==> src/rtl/srbc_pkg.sv <==
// shared constants, types and register map for the string, repeat and branch control block
package srbc_pkg;
    localparam logic [7:0] A_CTRL = 8'h00;
    localparam logic [7:0] A_STAT = 8'h04;
    localparam logic [7:0] A_SRCI = 8'h08;
    localparam logic [7:0] A_DSTI = 8'h0c;
    localparam logic [7:0] A_CNT = 8'h10;
    localparam logic [7:0] A_ACC = 8'h14;
    localparam logic [7:0] A_FLAG = 8'h18;
    localparam logic [7:0] A_CSEG = 8'h1c;
    localparam logic [7:0] A_IPTR = 8'h20;
    localparam logic [7:0] A_DSEG = 8'h24;
    localparam logic [7:0] A_ESEG = 8'h28;
    localparam logic [7:0] A_TGT = 8'h2c;
    localparam logic [7:0] A_QUE = 8'h30;

    localparam logic [3:0] OP_MOVE = 4'h1;
    localparam logic [3:0] OP_CMP = 4'h2;
    localparam logic [3:0] OP_SCAN = 4'h3;
    localparam logic [3:0] OP_LOAD = 4'h4;
    localparam logic [3:0] OP_STORE = 4'h5;
    localparam logic [3:0] OP_JMP_NEAR = 4'h8;
    localparam logic [3:0] OP_JMP_FAR = 4'h9;
    localparam logic [3:0] OP_JCC = 4'ha;

    localparam logic [1:0] REP_NONE = 2'h0;
    localparam logic [1:0] REP_EQ = 2'h1;
    localparam logic [1:0] REP_NE = 2'h2;

    localparam int CF_BIT = 0;
    localparam int PF_BIT = 2;
    localparam int ZF_BIT = 6;
    localparam int SF_BIT = 7;
    localparam int DF_BIT = 10;
    localparam int OF_BIT = 11;

    localparam logic [15:0] RST_REG = 16'h0000;
    localparam logic [15:0] STEP_BYTE = 16'h0001;
    localparam logic [15:0] STEP_WORD = 16'h0002;
    localparam int QPTR_W = 3;
    localparam logic [QPTR_W:0] QUEUE_DEPTH = 4'h8;

    // command word layout: op [3:0], word [4], rep [6:5], cond [11:7], disp [23:16]
    typedef struct packed {
        logic [7:0] disp;
        logic [3:0] pad;
        logic [4:0] cond;
        logic [1:0] rep;
        logic word;
        logic [3:0] op;
    } srbc_cmd_t;

    typedef struct packed {
        logic req;
        logic we;
        logic word;
        logic [19:0] addr;
        logic [15:0] wdata;
    } srbc_mem_t;

    typedef enum logic [2:0] {S_IDLE, S_SRC, S_DST, S_WR, S_JFETCH} srbc_state_t;
endpackage

==> src/rtl/srbc_queue_ram.sv <==
// byte storage of the instruction prefetch queue, registered read port
`timescale 1ns/10ps
module srbc_queue_ram
    import srbc_pkg::*;
(
    input wire logic clk,
    input wire logic we,
    input wire logic [QPTR_W-1:0] waddr,
    input wire logic [7:0] wdata,
    input wire logic [QPTR_W-1:0] raddr,
    output logic [7:0] rdata
);
    logic [7:0] mem [0:(1<<QPTR_W)-1];

    always_ff @(posedge clk)
    begin
        if (we)
        begin
            mem[waddr] <= wdata;
        end
        rdata <= mem[raddr];
    end
endmodule

==> src/rtl/srbc_top.sv <==
// string repeat, index stepping, program transfer and prefetch queue control
// Operation
// [RULE_01] source index addresses source, destination index destination
// [RULE_02] repeat prefix decrements count by one
// [RULE_03] zero count at start skips operation
// [RULE_04] software loads count before repeated operation
// [RULE_05] direction flag clear increments, set decrements
// [RULE_06] step one for bytes, two for words
// [RULE_07] fetch address from code segment and pointer
// [RULE_08] prefetch instructions into the queue
// [RULE_09] transfer flushes queue, hands first byte, refills
// [RULE_10] unconditional jump always redirects, near or far
// [RULE_11] eighteen conditions, jump when true else continue
// [RULE_12] signed byte displacement from next instruction
// [RULE_13] compare and scan also stop on zero flag
// [RULE_14] accumulator is scan value, load target, store source
//
// Local design decisions: the register offsets and the APB register port.
`timescale 1ns/10ps
module srbc_top
    import srbc_pkg::*;
(
    input wire logic CLOCK,
    input wire logic RST,
    input wire logic PSEL,
    input wire logic PENABLE,
    input wire logic PWRITE,
    input wire logic [7:0] PADDR,
    input wire logic [31:0] PWDATA,
    output logic [31:0] PRDATA,
    output logic PREADY,
    output logic PSLVERR,
    output logic MEM_REQ,
    output logic MEM_WE,
    output logic MEM_WORD,
    output logic [19:0] MEM_ADDR,
    output logic [15:0] MEM_WDATA,
    input wire logic MEM_ACK,
    input wire logic [15:0] MEM_RDATA,
    output logic [7:0] EXEC_BYTE,
    output logic EXEC_VALID
);
    logic [15:0] si_ff, di_ff, cnt_ff, acc_ff, flags_ff, cs_ff, ip_ff, ds_ff, es_ff, fip_ff, tmp_ff;
    logic [31:0] tgt_ff;
    srbc_cmd_t cmd_ff;
    logic pend_ff;
    srbc_state_t state_ff;
    srbc_mem_t mem_ff;
    logic pready_ff, pslverr_ff;
    logic [31:0] prdata_ff;
    logic [7:0] exec_byte_ff;
    logic exec_valid_ff;
    logic [QPTR_W-1:0] q_wp_ff, q_rp_ff;
    logic [QPTR_W:0] q_cnt_ff;
    logic [7:0] q_rdata;

    logic busy, apb_acc, apb_done, ack, start, is_str, skip, jcc_ok, take_jump;
    logic uses_src, uses_dst, eq, zf_now, elem_done, zf_ok, more, q_push, q_pop, apb_err;
    logic [15:0] jmp_ip, jmp_cs, step, si_step, di_step, nxt_cnt, cmp_a;

    function automatic logic [19:0] seg_addr(input logic [15:0] seg, input logic [15:0] off);
        seg_addr = {seg, 4'h0} + {4'h0, off};
    endfunction

    // one entry per condition code; aliases have codes of their own (02 and 04 both test cf, 01 and 0a both test !cf)
    function automatic logic cond_true(input logic [4:0] c, input logic [15:0] f);
        logic cf, pf, zf, sf, of;
        cf = f[CF_BIT];
        pf = f[PF_BIT];
        zf = f[ZF_BIT];
        sf = f[SF_BIT];
        of = f[OF_BIT];
        case (c)
            5'h00: cond_true = !cf && !zf;
            5'h01: cond_true = !cf;
            5'h02: cond_true = cf;
            5'h03: cond_true = cf || zf;
            5'h04: cond_true = cf;
            5'h05: cond_true = zf;
            5'h06: cond_true = !zf && (sf == of);
            5'h07: cond_true = sf == of;
            5'h08: cond_true = sf != of;
            5'h09: cond_true = zf || (sf != of);
            5'h0a: cond_true = !cf;
            5'h0b: cond_true = !zf;
            5'h0c: cond_true = !of;
            5'h0d: cond_true = !pf;
            5'h0e: cond_true = !sf;
            5'h0f: cond_true = of;
            5'h10: cond_true = pf;
            5'h11: cond_true = sf;
            default: cond_true = 1'b0;
        endcase
    endfunction

    // first memory access of one string element
    function automatic srbc_mem_t first_req(input logic [15:0] s, input logic [15:0] d);
        first_req.req = 1'b1;
        first_req.word = cmd_ff.word;
        first_req.we = cmd_ff.op == OP_STORE;
        first_req.wdata = acc_ff; // [RULE_14]
        first_req.addr = (cmd_ff.op == OP_SCAN || cmd_ff.op == OP_STORE) ? seg_addr(es_ff, d)
            : seg_addr(ds_ff, s); // [RULE_01]
    endfunction

    function automatic srbc_state_t first_st();
        case (cmd_ff.op)
            OP_SCAN: first_st = S_DST;
            OP_STORE: first_st = S_WR;
            default: first_st = S_SRC;
        endcase
    endfunction

    assign busy = state_ff != S_IDLE || pend_ff;
    assign apb_acc = PSEL && PENABLE && !pready_ff;
    assign apb_done = PSEL && PENABLE && pready_ff;
    assign ack = mem_ff.req && MEM_ACK;
    assign start = state_ff == S_IDLE && pend_ff && !mem_ff.req;
    assign is_str = cmd_ff.op >= OP_MOVE && cmd_ff.op <= OP_STORE;
    assign skip = cmd_ff.rep != REP_NONE && cnt_ff == RST_REG; // [RULE_03]
    assign jcc_ok = cond_true(cmd_ff.cond, flags_ff); // [RULE_11]
    assign take_jump = start && (cmd_ff.op == OP_JMP_NEAR || cmd_ff.op == OP_JMP_FAR
        || (cmd_ff.op == OP_JCC && jcc_ok)); // [RULE_10]
    assign jmp_ip = (cmd_ff.op == OP_JCC) ? ip_ff + {{8{cmd_ff.disp[7]}}, cmd_ff.disp}
        : tgt_ff[15:0]; // [RULE_12]
    assign jmp_cs = (cmd_ff.op == OP_JMP_FAR) ? tgt_ff[31:16] : cs_ff;
    assign step = cmd_ff.word ? STEP_WORD : STEP_BYTE; // [RULE_06]
    assign uses_src = cmd_ff.op == OP_MOVE || cmd_ff.op == OP_CMP || cmd_ff.op == OP_LOAD;
    assign uses_dst = cmd_ff.op != OP_LOAD;
    assign si_step = !uses_src ? si_ff : flags_ff[DF_BIT] ? si_ff - step : si_ff + step; // [RULE_05]
    assign di_step = !uses_dst ? di_ff : flags_ff[DF_BIT] ? di_ff - step : di_ff + step; // [RULE_05]
    assign cmp_a = (cmd_ff.op == OP_CMP) ? tmp_ff : acc_ff; // [RULE_14]
    assign eq = cmd_ff.word ? cmp_a == MEM_RDATA : cmp_a[7:0] == MEM_RDATA[7:0];
    assign zf_now = (state_ff == S_DST) ? eq : flags_ff[ZF_BIT];
    assign elem_done = ack && (state_ff == S_WR || state_ff == S_DST
        || (state_ff == S_SRC && cmd_ff.op == OP_LOAD));
    assign nxt_cnt = cnt_ff - STEP_BYTE;
    assign zf_ok = !(cmd_ff.op == OP_CMP || cmd_ff.op == OP_SCAN)
        || (cmd_ff.rep == REP_EQ ? zf_now : !zf_now); // [RULE_13]
    assign more = cmd_ff.rep != REP_NONE && nxt_cnt != RST_REG && zf_ok;
    assign q_push = ack && state_ff == S_IDLE;
    assign q_pop = apb_done && !PWRITE && PADDR == A_QUE && !pslverr_ff;
    // every write is refused while a command is queued or running
    assign apb_err = (PWRITE && (busy || PADDR == A_STAT || PADDR == A_QUE))
        || (!PWRITE && PADDR == A_QUE && q_cnt_ff == '0)
        || PADDR > A_QUE || PADDR[1:0] != 2'h0;

    // execution state, architectural registers and memory port
    always_ff @(posedge CLOCK or posedge RST)
    begin
        if (RST)
        begin
            si_ff <= RST_REG;
            di_ff <= RST_REG;
            cnt_ff <= RST_REG;
            acc_ff <= RST_REG;
            flags_ff <= RST_REG;
            cs_ff <= RST_REG;
            ip_ff <= RST_REG;
            ds_ff <= RST_REG;
            es_ff <= RST_REG;
            fip_ff <= RST_REG;
            tmp_ff <= RST_REG;
            tgt_ff <= '0;
            cmd_ff <= '0;
            pend_ff <= 1'b0;
            state_ff <= S_IDLE;
            mem_ff <= '0;
            exec_byte_ff <= 8'h00;
            exec_valid_ff <= 1'b0;
        end
        else
        begin
            exec_valid_ff <= 1'b0;
            if (apb_done && PWRITE && !pslverr_ff)
            begin
                case (PADDR)
                    A_CTRL:
                    begin
                        cmd_ff <= PWDATA[23:0];
                        pend_ff <= 1'b1;
                    end
                    A_SRCI: si_ff <= PWDATA[15:0];
                    A_DSTI: di_ff <= PWDATA[15:0];
                    A_CNT: cnt_ff <= PWDATA[15:0]; // [RULE_04]
                    A_ACC: acc_ff <= PWDATA[15:0];
                    A_FLAG: flags_ff <= PWDATA[15:0];
                    A_CSEG: cs_ff <= PWDATA[15:0];
                    A_IPTR:
                    begin
                        ip_ff <= PWDATA[15:0];
                        fip_ff <= PWDATA[15:0];
                    end
                    A_DSEG: ds_ff <= PWDATA[15:0];
                    A_ESEG: es_ff <= PWDATA[15:0];
                    A_TGT: tgt_ff <= PWDATA;
                    default: ;
                endcase
            end
            case (state_ff)
                S_IDLE:
                begin
                    if (q_push)
                    begin
                        mem_ff.req <= 1'b0;
                        // a pointer write in the same cycle wins over the fetch step
                        if (!(apb_done && PWRITE && !pslverr_ff && PADDR == A_IPTR))
                        begin
                            fip_ff <= fip_ff + STEP_BYTE;
                        end
                    end
                    else if (start)
                    begin
                        pend_ff <= 1'b0;
                        if (is_str && !skip) // [RULE_03]
                        begin
                            mem_ff <= first_req(si_ff, di_ff);
                            state_ff <= first_st();
                        end
                        else if (take_jump) // [RULE_09]
                        begin
                            ip_ff <= jmp_ip;
                            cs_ff <= jmp_cs;
                            fip_ff <= jmp_ip;
                            mem_ff <= '{1'b1, 1'b0, 1'b0, seg_addr(jmp_cs, jmp_ip), RST_REG};
                            state_ff <= S_JFETCH;
                        end
                    end
                    else if (!mem_ff.req && !pend_ff && q_cnt_ff != QUEUE_DEPTH) // [RULE_08]
                    begin
                        mem_ff <= '{1'b1, 1'b0, 1'b0, seg_addr(cs_ff, fip_ff), RST_REG}; // [RULE_07]
                    end
                end
                S_SRC:
                begin
                    if (ack)
                    begin
                        tmp_ff <= MEM_RDATA;
                        if (cmd_ff.op == OP_MOVE)
                        begin
                            mem_ff <= '{1'b1, 1'b1, cmd_ff.word, seg_addr(es_ff, di_ff), MEM_RDATA};
                            state_ff <= S_WR;
                        end
                        else if (cmd_ff.op == OP_CMP)
                        begin
                            mem_ff <= '{1'b1, 1'b0, cmd_ff.word, seg_addr(es_ff, di_ff), RST_REG}; // [RULE_01]
                            state_ff <= S_DST;
                        end
                        else
                        begin
                            acc_ff <= cmd_ff.word ? MEM_RDATA : {acc_ff[15:8], MEM_RDATA[7:0]}; // [RULE_14]
                        end
                    end
                end
                S_DST:
                begin
                    if (ack)
                    begin
                        flags_ff[ZF_BIT] <= eq;
                    end
                end
                S_WR: ;
                S_JFETCH:
                begin
                    // first byte at the new location bypasses the queue
                    if (ack) // [RULE_09]
                    begin
                        exec_byte_ff <= MEM_RDATA[7:0];
                        exec_valid_ff <= 1'b1;
                        fip_ff <= fip_ff + STEP_BYTE;
                        mem_ff.req <= 1'b0;
                        state_ff <= S_IDLE;
                    end
                end
                default: state_ff <= S_IDLE;
            endcase
            if (elem_done)
            begin
                si_ff <= si_step;
                di_ff <= di_step;
                if (cmd_ff.rep != REP_NONE)
                begin
                    cnt_ff <= nxt_cnt; // [RULE_02]
                end
                if (more)
                begin
                    mem_ff <= first_req(si_step, di_step);
                    state_ff <= first_st();
                end
                else
                begin
                    mem_ff.req <= 1'b0;
                    state_ff <= S_IDLE;
                end
            end
        end
    end

    // prefetch queue pointers; a taken transfer empties it at once
    always_ff @(posedge CLOCK or posedge RST)
    begin
        if (RST)
        begin
            q_wp_ff <= '0;
            q_rp_ff <= '0;
            q_cnt_ff <= '0;
        end
        else if (take_jump) // [RULE_09]
        begin
            q_wp_ff <= '0;
            q_rp_ff <= '0;
            q_cnt_ff <= '0;
        end
        else
        begin
            if (q_push)
            begin
                q_wp_ff <= q_wp_ff + 1'b1;
            end
            if (q_pop)
            begin
                q_rp_ff <= q_rp_ff + 1'b1;
            end
            if (q_push && !q_pop)
            begin
                q_cnt_ff <= q_cnt_ff + 1'b1;
            end
            else if (q_pop && !q_push)
            begin
                q_cnt_ff <= q_cnt_ff - 1'b1;
            end
        end
    end

    srbc_queue_ram u_queue (
        .clk(CLOCK),
        .we(q_push),
        .waddr(q_wp_ff),
        .wdata(MEM_RDATA[7:0]),
        .raddr(q_rp_ff),
        .rdata(q_rdata)
    );

    // apb slave: one wait state, answer registered
    always_ff @(posedge CLOCK or posedge RST)
    begin
        if (RST)
        begin
            pready_ff <= 1'b0;
            pslverr_ff <= 1'b0;
            prdata_ff <= '0;
        end
        else
        begin
            pready_ff <= apb_acc;
            if (apb_acc)
            begin
                pslverr_ff <= apb_err;
                case (PADDR)
                    A_CTRL: prdata_ff <= {8'h00, cmd_ff};
                    A_STAT: prdata_ff <= {27'h0, q_cnt_ff, busy};
                    A_SRCI: prdata_ff <= {16'h0, si_ff};
                    A_DSTI: prdata_ff <= {16'h0, di_ff};
                    A_CNT: prdata_ff <= {16'h0, cnt_ff};
                    A_ACC: prdata_ff <= {16'h0, acc_ff};
                    A_FLAG: prdata_ff <= {16'h0, flags_ff};
                    A_CSEG: prdata_ff <= {16'h0, cs_ff};
                    A_IPTR: prdata_ff <= {16'h0, ip_ff};
                    A_DSEG: prdata_ff <= {16'h0, ds_ff};
                    A_ESEG: prdata_ff <= {16'h0, es_ff};
                    A_TGT: prdata_ff <= tgt_ff;
                    A_QUE: prdata_ff <= {24'h0, q_rdata};
                    default: prdata_ff <= '0;
                endcase
            end
        end
    end

    assign PRDATA = prdata_ff;
    assign PREADY = pready_ff;
    assign PSLVERR = pslverr_ff;
    assign MEM_REQ = mem_ff.req;
    assign MEM_WE = mem_ff.we;
    assign MEM_WORD = mem_ff.word;
    assign MEM_ADDR = mem_ff.addr;
    assign MEM_WDATA = mem_ff.wdata;
    assign EXEC_BYTE = exec_byte_ff;
    assign EXEC_VALID = exec_valid_ff;
endmodule

==> config.mk <==
export PLATFORM = sky130hd
export DESIGN_NAME = srbc_top
export DESIGN_NICKNAME = d
export VERILOG_FILES = /design/src/rtl/srbc_pkg.sv /design/src/rtl/srbc_queue_ram.sv /design/src/rtl/srbc_top.sv
export SDC_FILE = /design/constraint.sdc
export NUM_CORES = 1
export LEC_CHECK = 0
export ABC_AREA = 1
export ABC_CLOCK_PERIOD_IN_PS = 10600
export BUFFER_PORTS_ARGS = -buffer_cell sky130_fd_sc_hd__buf_2
export CAP_MARGIN = 20
export CORE_MARGIN = 2
export CORE_UTILIZATION = 40
export DETAILED_ROUTE_END_ITERATION = 10
export GPL_TIMING_DRIVEN = 0
export HOLD_SLACK_MARGIN = 0.02
export PLACE_DENSITY = 0.61
export SLEW_MARGIN = 0
export SYNTH_ARGS = -nofsm -noshare
export SYNTH_HDL_FRONTEND = slang
export SYNTH_SLANG_ARGS = --single-unit
export TNS_END_PERCENT = 100
==> constraint.sdc <==
create_clock -name CLOCK -period 10.6 [get_ports CLOCK]
set_clock_uncertainty 0.15 [all_clocks]
set_input_delay 2.12 -clock CLOCK [delete_from_list [all_inputs] [get_ports CLOCK]]
set_output_delay 2.12 -clock CLOCK [all_outputs]
set_load 0.05 [all_outputs]
==> results of run 1 <==
-- registers in the layout, indices dropped and copies added, names as in the netlist, 3 cells and up --
register,count
cs_ff,16
MEM_WDATA,16
fip_ff,16
cmd_ff,24
u_queue.rdata,8
cnt_ff,16
EXEC_BYTE,8
di_ff,16
q_rp_ff,3
state_ff,3
tgt_ff,32
PRDATA,32
flags_ff,16
q_cnt_ff,4
si_ff,16
MEM_ADDR,20
acc_ff,16
ds_ff,16
q_wp_ff,3
tmp_ff,16
es_ff,16
u_queue.mem,64
ip_ff,16
-- per-layer routing --
metal  vias to the layer above  track usage (%)  routed length, um
met5                         -                0                 94
met4                        14             20.2               8720
met3                       392             9.00              15500
met2                      1847             51.8              53400
met1                     14200             47.6              52000
li1                      13600                -                  -
-- power by group through the flow --
stage / logic [uW] / clock network (uW) / registers, uW
2_1_floorplan: 913 / 0 / 1940
3_3_place_gp: 1480 / 0 / 1890
3_5_place_dp: 1500 / 0 / 1880
4_1_cts: 1510 / 1640 / 1850
5_1_grt: 1680 / 1700 / 1870
6_report: 1550 / 1640 / 1870
-- worst max-delay path: cells and delay by family, from the launching register on --
family,cells,cell delay (ps)
DFF,1,330
buffers and inverters,5,1790
xor gates and xnor gates,2,350
adders and majority gates,3,1040
and+or+nand+nor,10,1000
AOI/OAI and AO/OA,8,1600
-- path summary, 6_finish.rpt --
| path | from | slack (ps) | endpoint | cells after the start |
|---|---|---|---|---|
| setup / recovery | cmd_ff[4]$_DFFE_PP0P_ | 4210 | MEM_ADDR[18]$_DFF_PP0_ | 28 |
| hold / removal | PRDATA[0]$_DFFE_PP0P_ | 320 | PRDATA[0]$_DFFE_PP0P_ | 1 |
| setup reg to reg | cmd_ff[4]$_DFFE_PP0P_ | 4210 | MEM_ADDR[18]$_DFF_PP0_ | 28 |
| hold reg to reg | PRDATA[0]$_DFFE_PP0P_ | 320 | PRDATA[0]$_DFFE_PP0P_ | 1 |
| max in group asynchronous | RST | 7550 | si_ff[12]$_DFFE_PP0P_ | 7 |
| min in group asynchronous | RST | 1410 | ip_ff[9]$_DFF_PP0_ | 3 |
-- logic make-up (layout without fill, tap and decap cells) --
group                      count (synthesis)  after routing  synth area share (%)
adders and majority gates                134            134                  6.26
buffers and inverters                    608            853                  8.47
other                                      0              4                     0
xor gates and xnor gates                  95             95                  2.97
AOI/OAI and AO/OA                       1045           1045                  21.9
muxes                                      5              5                 0.183
DFF                                      400            400                  36.8
and+or+nand+nor                         1587           1587                  23.4
-- per-stage QoR --
step / area [um^2] / setup slack (ps)
2_1_floorplan: 28000 / 3950
6_report: 31600 / 4210
3_5_place_dp: 30100 / 4550
4_1_cts: 31600 / 4530
3_3_place_gp: 29900 / 1490
5_1_grt: 31600 / 3910
-- area by class of cell --
cell class,instances,area [um^2]
fillers,7334,37300
multi-input cells,2866,15300
flip-flops and latches,400,10300
inverters,453,1710
clock buffers,70,1430
well taps,931,1160
repair buffers,160,963
plain buffers,155,667
clock inverters,15,105
diodes,4,10.0
-- cells in the final DEF (no fill, tap or decap), types with 37 or more instances in the layout --
master / count
nand3_1: 213
dfrtp_1: 328
xor2_1: 69
o211ai_1: 89
clkbuf_16: 49
nor2_1: 306
inv_1: 425
edfxtp_1: 64
ha_1: 124
a31oi_1: 37
clkbuf_1: 131
a21oi_1: 222
a221oi_1: 43
o21ai_1: 37
buf_2: 162
o22ai_1: 38
o21ai_0: 452
nand2_1: 951
==> metrics, run 1 <==
status finished, final reports clean; most common library cells after synthesis nand2_1 (951), o21ai_0 (452), inv_1 (426), dfrtp_1 (328), nor2_1 (306); sequential-to-total area share from yosys stat 36.8%; Final Non-Filler Cells a little over 5,000; CTS sink cnt 400; switching pwr 1970 uW; unrepaired setup endpoints after global routing no; Std-Cell Rows 96; slowest stage cell, crit path clkinv_1; Post-synth EDFFs 64; Internal Power about 3000 uW; Clock Latency Late Sink 610 ps; first-pass GRT wire length 185 mm; die area around 72,000 um^2; static leakage roughly 0.015 uW; Tightest Pin Transition 1200 ps; flops & latches, synth 400; final net count 4,279; CP most frequent cell nand2_1; largest net degree at the start of global routing 42; Port Buf Inserts 143; Synth Instances just under 4,000; total gr overflow 0; Setup CP Type flop to flop; synthesis warning total 0; clk slew on worst S/H paths 60 ps; sequential share of power 36.9%; most common cell in the netlist nand2_1; cts repair resizes 0; post-layout util about 46%; detailed-route DRC error count 0; Boundary Pins 144; HPWL Detailed 104 mm; root buffer cell clkbuf_16; Max Cap Violations 0; Final min period 6390 ps; Slew Limit Fails 0; gr usage total between 30% and 40%; Logic pwr share between 30% and 40%; CTS tree yes; post-route clock period utilization between 60 and 70%; slew margin rel. between 15 and 20%; Wirelength per Cell about 26 um; vias in the first global route 27,200; Routed Antenna Nets 0; vias per cell slightly below 6; total core area roughly 69,000 um^2; Synth cell types 68; Post-Route WL 130 mm; Setup crit end kind flop; Worst VDD drop 0.000125 V; final setup vio count 0; Post-Syn Nets 4,070; worst-path fanout max 10; TritonCTS Buffers 47; Die Width 268 um; Placed Instances 4,964; setup bufs post-CTS 0; HP Class flop to flop; 1st-iter DRT viols 4,256; synth-to-layout area growth 13.1%; H-tree depth 2; Netlist Area Pre-Place ~28,000 um^2; GP Congestion 1.12; Critical Path Max Stage Delay 810 ps; part of the power in the clock network approximately 32%; WP data required 10,940 ps; Pwr Total approximately 5000 uW; Yosys top cell area share 29.3%; worst path arrival time 6730 ps; fraction of layout cells with a size suffix above 1 8.30%; fraction of registers with async set/reset roughly four fifths; Vias 30,000; clk buf depth 3; CTS Hold Buffers Added 0; cell type with the largest total area after synthesis dfrtp_1; top cells by area, synth dfrtp_1 (29%), nand2_1 (13%), o21ai_0 (8.1%), edfxtp_1 (6.9%), inv_1 (5.7%); Hold WS approximately 320 ps; DRT Pass-1 Iters 8; Max Fclk 0.157 GHz; sw frac 39.0%; Most used DFF post-synth dfrtp_1; Die Y 268 um; pwr dens 160 nW/um^2; initial antenna violation count 13; endpoints failing hold 0; synthesized area per cell 7.22 um^2; Setup crit start kind flop; final setup TNS 0 ps; initial cell density of the core 40.6%
(Power assumes the default switching activity.)
==> run 2, diff against run 1 <==
Settings changed: ABC_CLOCK_PERIOD_IN_PS 10600 to 6300, PLACE_DENSITY 0.61 to 0.59.
Clock period 10.6 ns to 6.3 ns, I/O delays scaled along.
==> run 2 against run 1 <==
Net effect:
- total power rose by 76%
- die area did not move
- hold slack got worse by 0.50 ps
- largest power group unchanged
==> metrics, run 2 (synthesis results as in run 1) <==
clk slew on worst S/H paths 70 ps (about the same); max FFs per register 64 (unchanged); sw frac 39.5% (+0.58 points); Die Y 268 um (unchanged); detailed-route DRC error count 0 (unchanged); most frequent cells in the layout nand2_1 (951), o21ai_0 (452), inv_1 (425); worst-path fanout max 10 (unchanged); fraction of layout cells with a size suffix above 1 8.48% (+0.18 points); synth-to-layout area growth 13.8%; Max Cap Violations 0 (unchanged); Design Area, Final 31,800 um^2 (+0.62%); clk buf depth 3 (unchanged); sequential share of power 35.4% (-1.5 points); first-pass GRT wire length 192 mm (+4.1%); Max Fclk 0.171 GHz (+9.4%); vias per cell 5.90 (-0.61%); Internal Power 5390 uW (+74%); Port Buf Inserts 143 (unchanged); Die Width 268 um (unchanged); Tightest Pin Transition 1110 ps (-94.9 ps); final setup vio count 0 (unchanged); part of the power in the clock network 34.1% (+1.7 points); H-tree depth 2 (unchanged); Wirelength per Cell 26.8 um (+4.5%); HP Class flop to flop; unrepaired setup endpoints after global routing no; gr usage total 37.2% (+1.8 points); GP Congestion 1.06 (-5.1%); initial cell density of the core 40.6% (unchanged); switching pwr 3530 uW (+79%); Setup CP Type flop to flop; endpoints failing hold 0 (unchanged); Post-Route WL 136 mm (+4.7%); Hold Path Stages 1 (unchanged); slew margin rel. 25.9% (+6.5 points); Post-DP Area 30,100 um^2 (about the same); Worst VDD drop 0.000223 V (+78%); Final min period 5840 ps (-548 ps); Std-Cell Rows 96 (unchanged); Clock Latency Late Sink 640 ps (+30 ps); total core area 68,900 um^2 (unchanged); Logic pwr share 30.5% (-0.2 points); total gr overflow 0 (unchanged); Hold WS 320 ps (-0.502 ps); slowest stage cell, crit path dfrtp_1; vias in the first global route 27,400 (+0.53%); worst path arrival time 6280 ps (-450 ps); Setup crit end kind flop; setup bufs post-CTS 0 (unchanged); Slew Limit Fails 0 (unchanged); DRT Pass-1 Iters 9 (+1); die area 72,100 um^2 (unchanged); WP data required 6740 ps (-4200 ps); post-route clock period utilization 92.7% (+32 points); initial antenna violation count 12 (-1); final net count 4,282 (+0.070%); Final Non-Filler Cells 5,062 (+0.16%); Routed Antenna Nets 0 (unchanged); pwr dens 280 nW/um^2 (+75%); static leakage 0.0149 uW (+0.56%); Boundary Pins 144 (unchanged); Post-Place Worst Slack 145 ps (-4400 ps); largest net degree at the start of global routing 42 (unchanged); Vias 29,900 (-0.46%); CP most frequent cell nand2_1; Placed Instances 4,966 (+0.040%); root buffer cell clkbuf_16; 1st-iter DRT viols 4,019 (-5.6%); R2R cell count 29 (+3.6%); Critical Path Max Stage Delay 870 ps (+60 ps); Biggest register u_queue.mem; TritonCTS Buffers 50 (+6.4%); setup ws final 459 ps (-3750 ps); commonest non-fill, non-tap cell in the layout nand2_1; Setup crit start kind flop; HPWL Detailed 109 mm (+4.3%); CTS tree yes; CTS sink cnt 400 (unchanged); status finished, final reports clean
## run 2: cell count changes in the layout (fill, tap and decap cells not counted), sizes merged
cell / previous run / this run
buf: 191 / 193
clkbuf: 194 / 189
clkinvlp: 5 / 7
clkinv: 17 / 23
bufinv: 0 / 5
inv: 446 / 444
## run 2: final timing paths
check                                       from                     end  slack [ps]
max                        cmd_ff[4]$_DFFE_PP0P_  MEM_ADDR[17]$_DFF_PP0_         460
min                        PRDATA[2]$_DFFE_PP0P_   PRDATA[2]$_DFFE_PP0P_         320
max reg2reg                cmd_ff[4]$_DFFE_PP0P_  MEM_ADDR[17]$_DFF_PP0_         460
min in group asynchronous                    RST     fip_ff[6]$_DFF_PP0_         580
max in group asynchronous                    RST    si_ff[6]$_DFFE_PP0P_        4000
min reg2reg                PRDATA[2]$_DFFE_PP0P_   PRDATA[2]$_DFFE_PP0P_         320
## run 2: layout make-up
cell class	instances	area, um^2
clock inverter	26	323
buffer	154	663
multi-input combinational	2866	15300
antenna	4	10.0
timing repair buffer	161	985
sequential	400	10300
fill	7252	37100
inverter	453	1710
clock buffer	67	1390
tap	931	1160
## run 2: power groups by stage
stage	registers, uW	logic (uW)	clock network (uW)
floorplan	3270	1540	0
global route	3160	2910	3150
CTS	3130	2630	3040
global placement	3180	2580	0
finish	3160	2720	3040
detailed placement	3180	2630	0
## run 2: per-stage QoR
step | total power [uW] | setup TNS, ps | util [%]
2_1_floorplan | 4810 | 0 | -
3_5_place_dp | 5800 | 0 | 43.7
3_3_place_gp | 5770 | -652740 | 43.3
6_report | 8920 | 0 | 46.2
4_1_cts | 8810 | 0 | 46.2
5_1_grt | 9220 | 0 | 46.2
## run 2: layer usage
metal | up-vias | GRT usage, % | wire, um
met2 | 1725 | 54.5 | 56700
met3 | 329 | 8.92 | 14800
met4 | 4 | 20.2 | 8350
li1 | 13500 | - | -
met5 | - | 0 | 24
met1 | 14300 | 50.6 | 55900
## run 2: repair_timing
item                                    CTS  global route
resized for setup                         0             1
endpoints found under the setup margin    0             6
hold buffers                              0             0
## run 2: worst max-delay path, delay by kind of cell, from the launching register on
family	cells	cell delay (ps)
DFF	1	870
buffers and inverters	4	870
xor gates and xnor gates	1	150
adders and majority gates	3	930
AOI/OAI and AO/OA	9	1730
and+or+nand+nor	12	1110
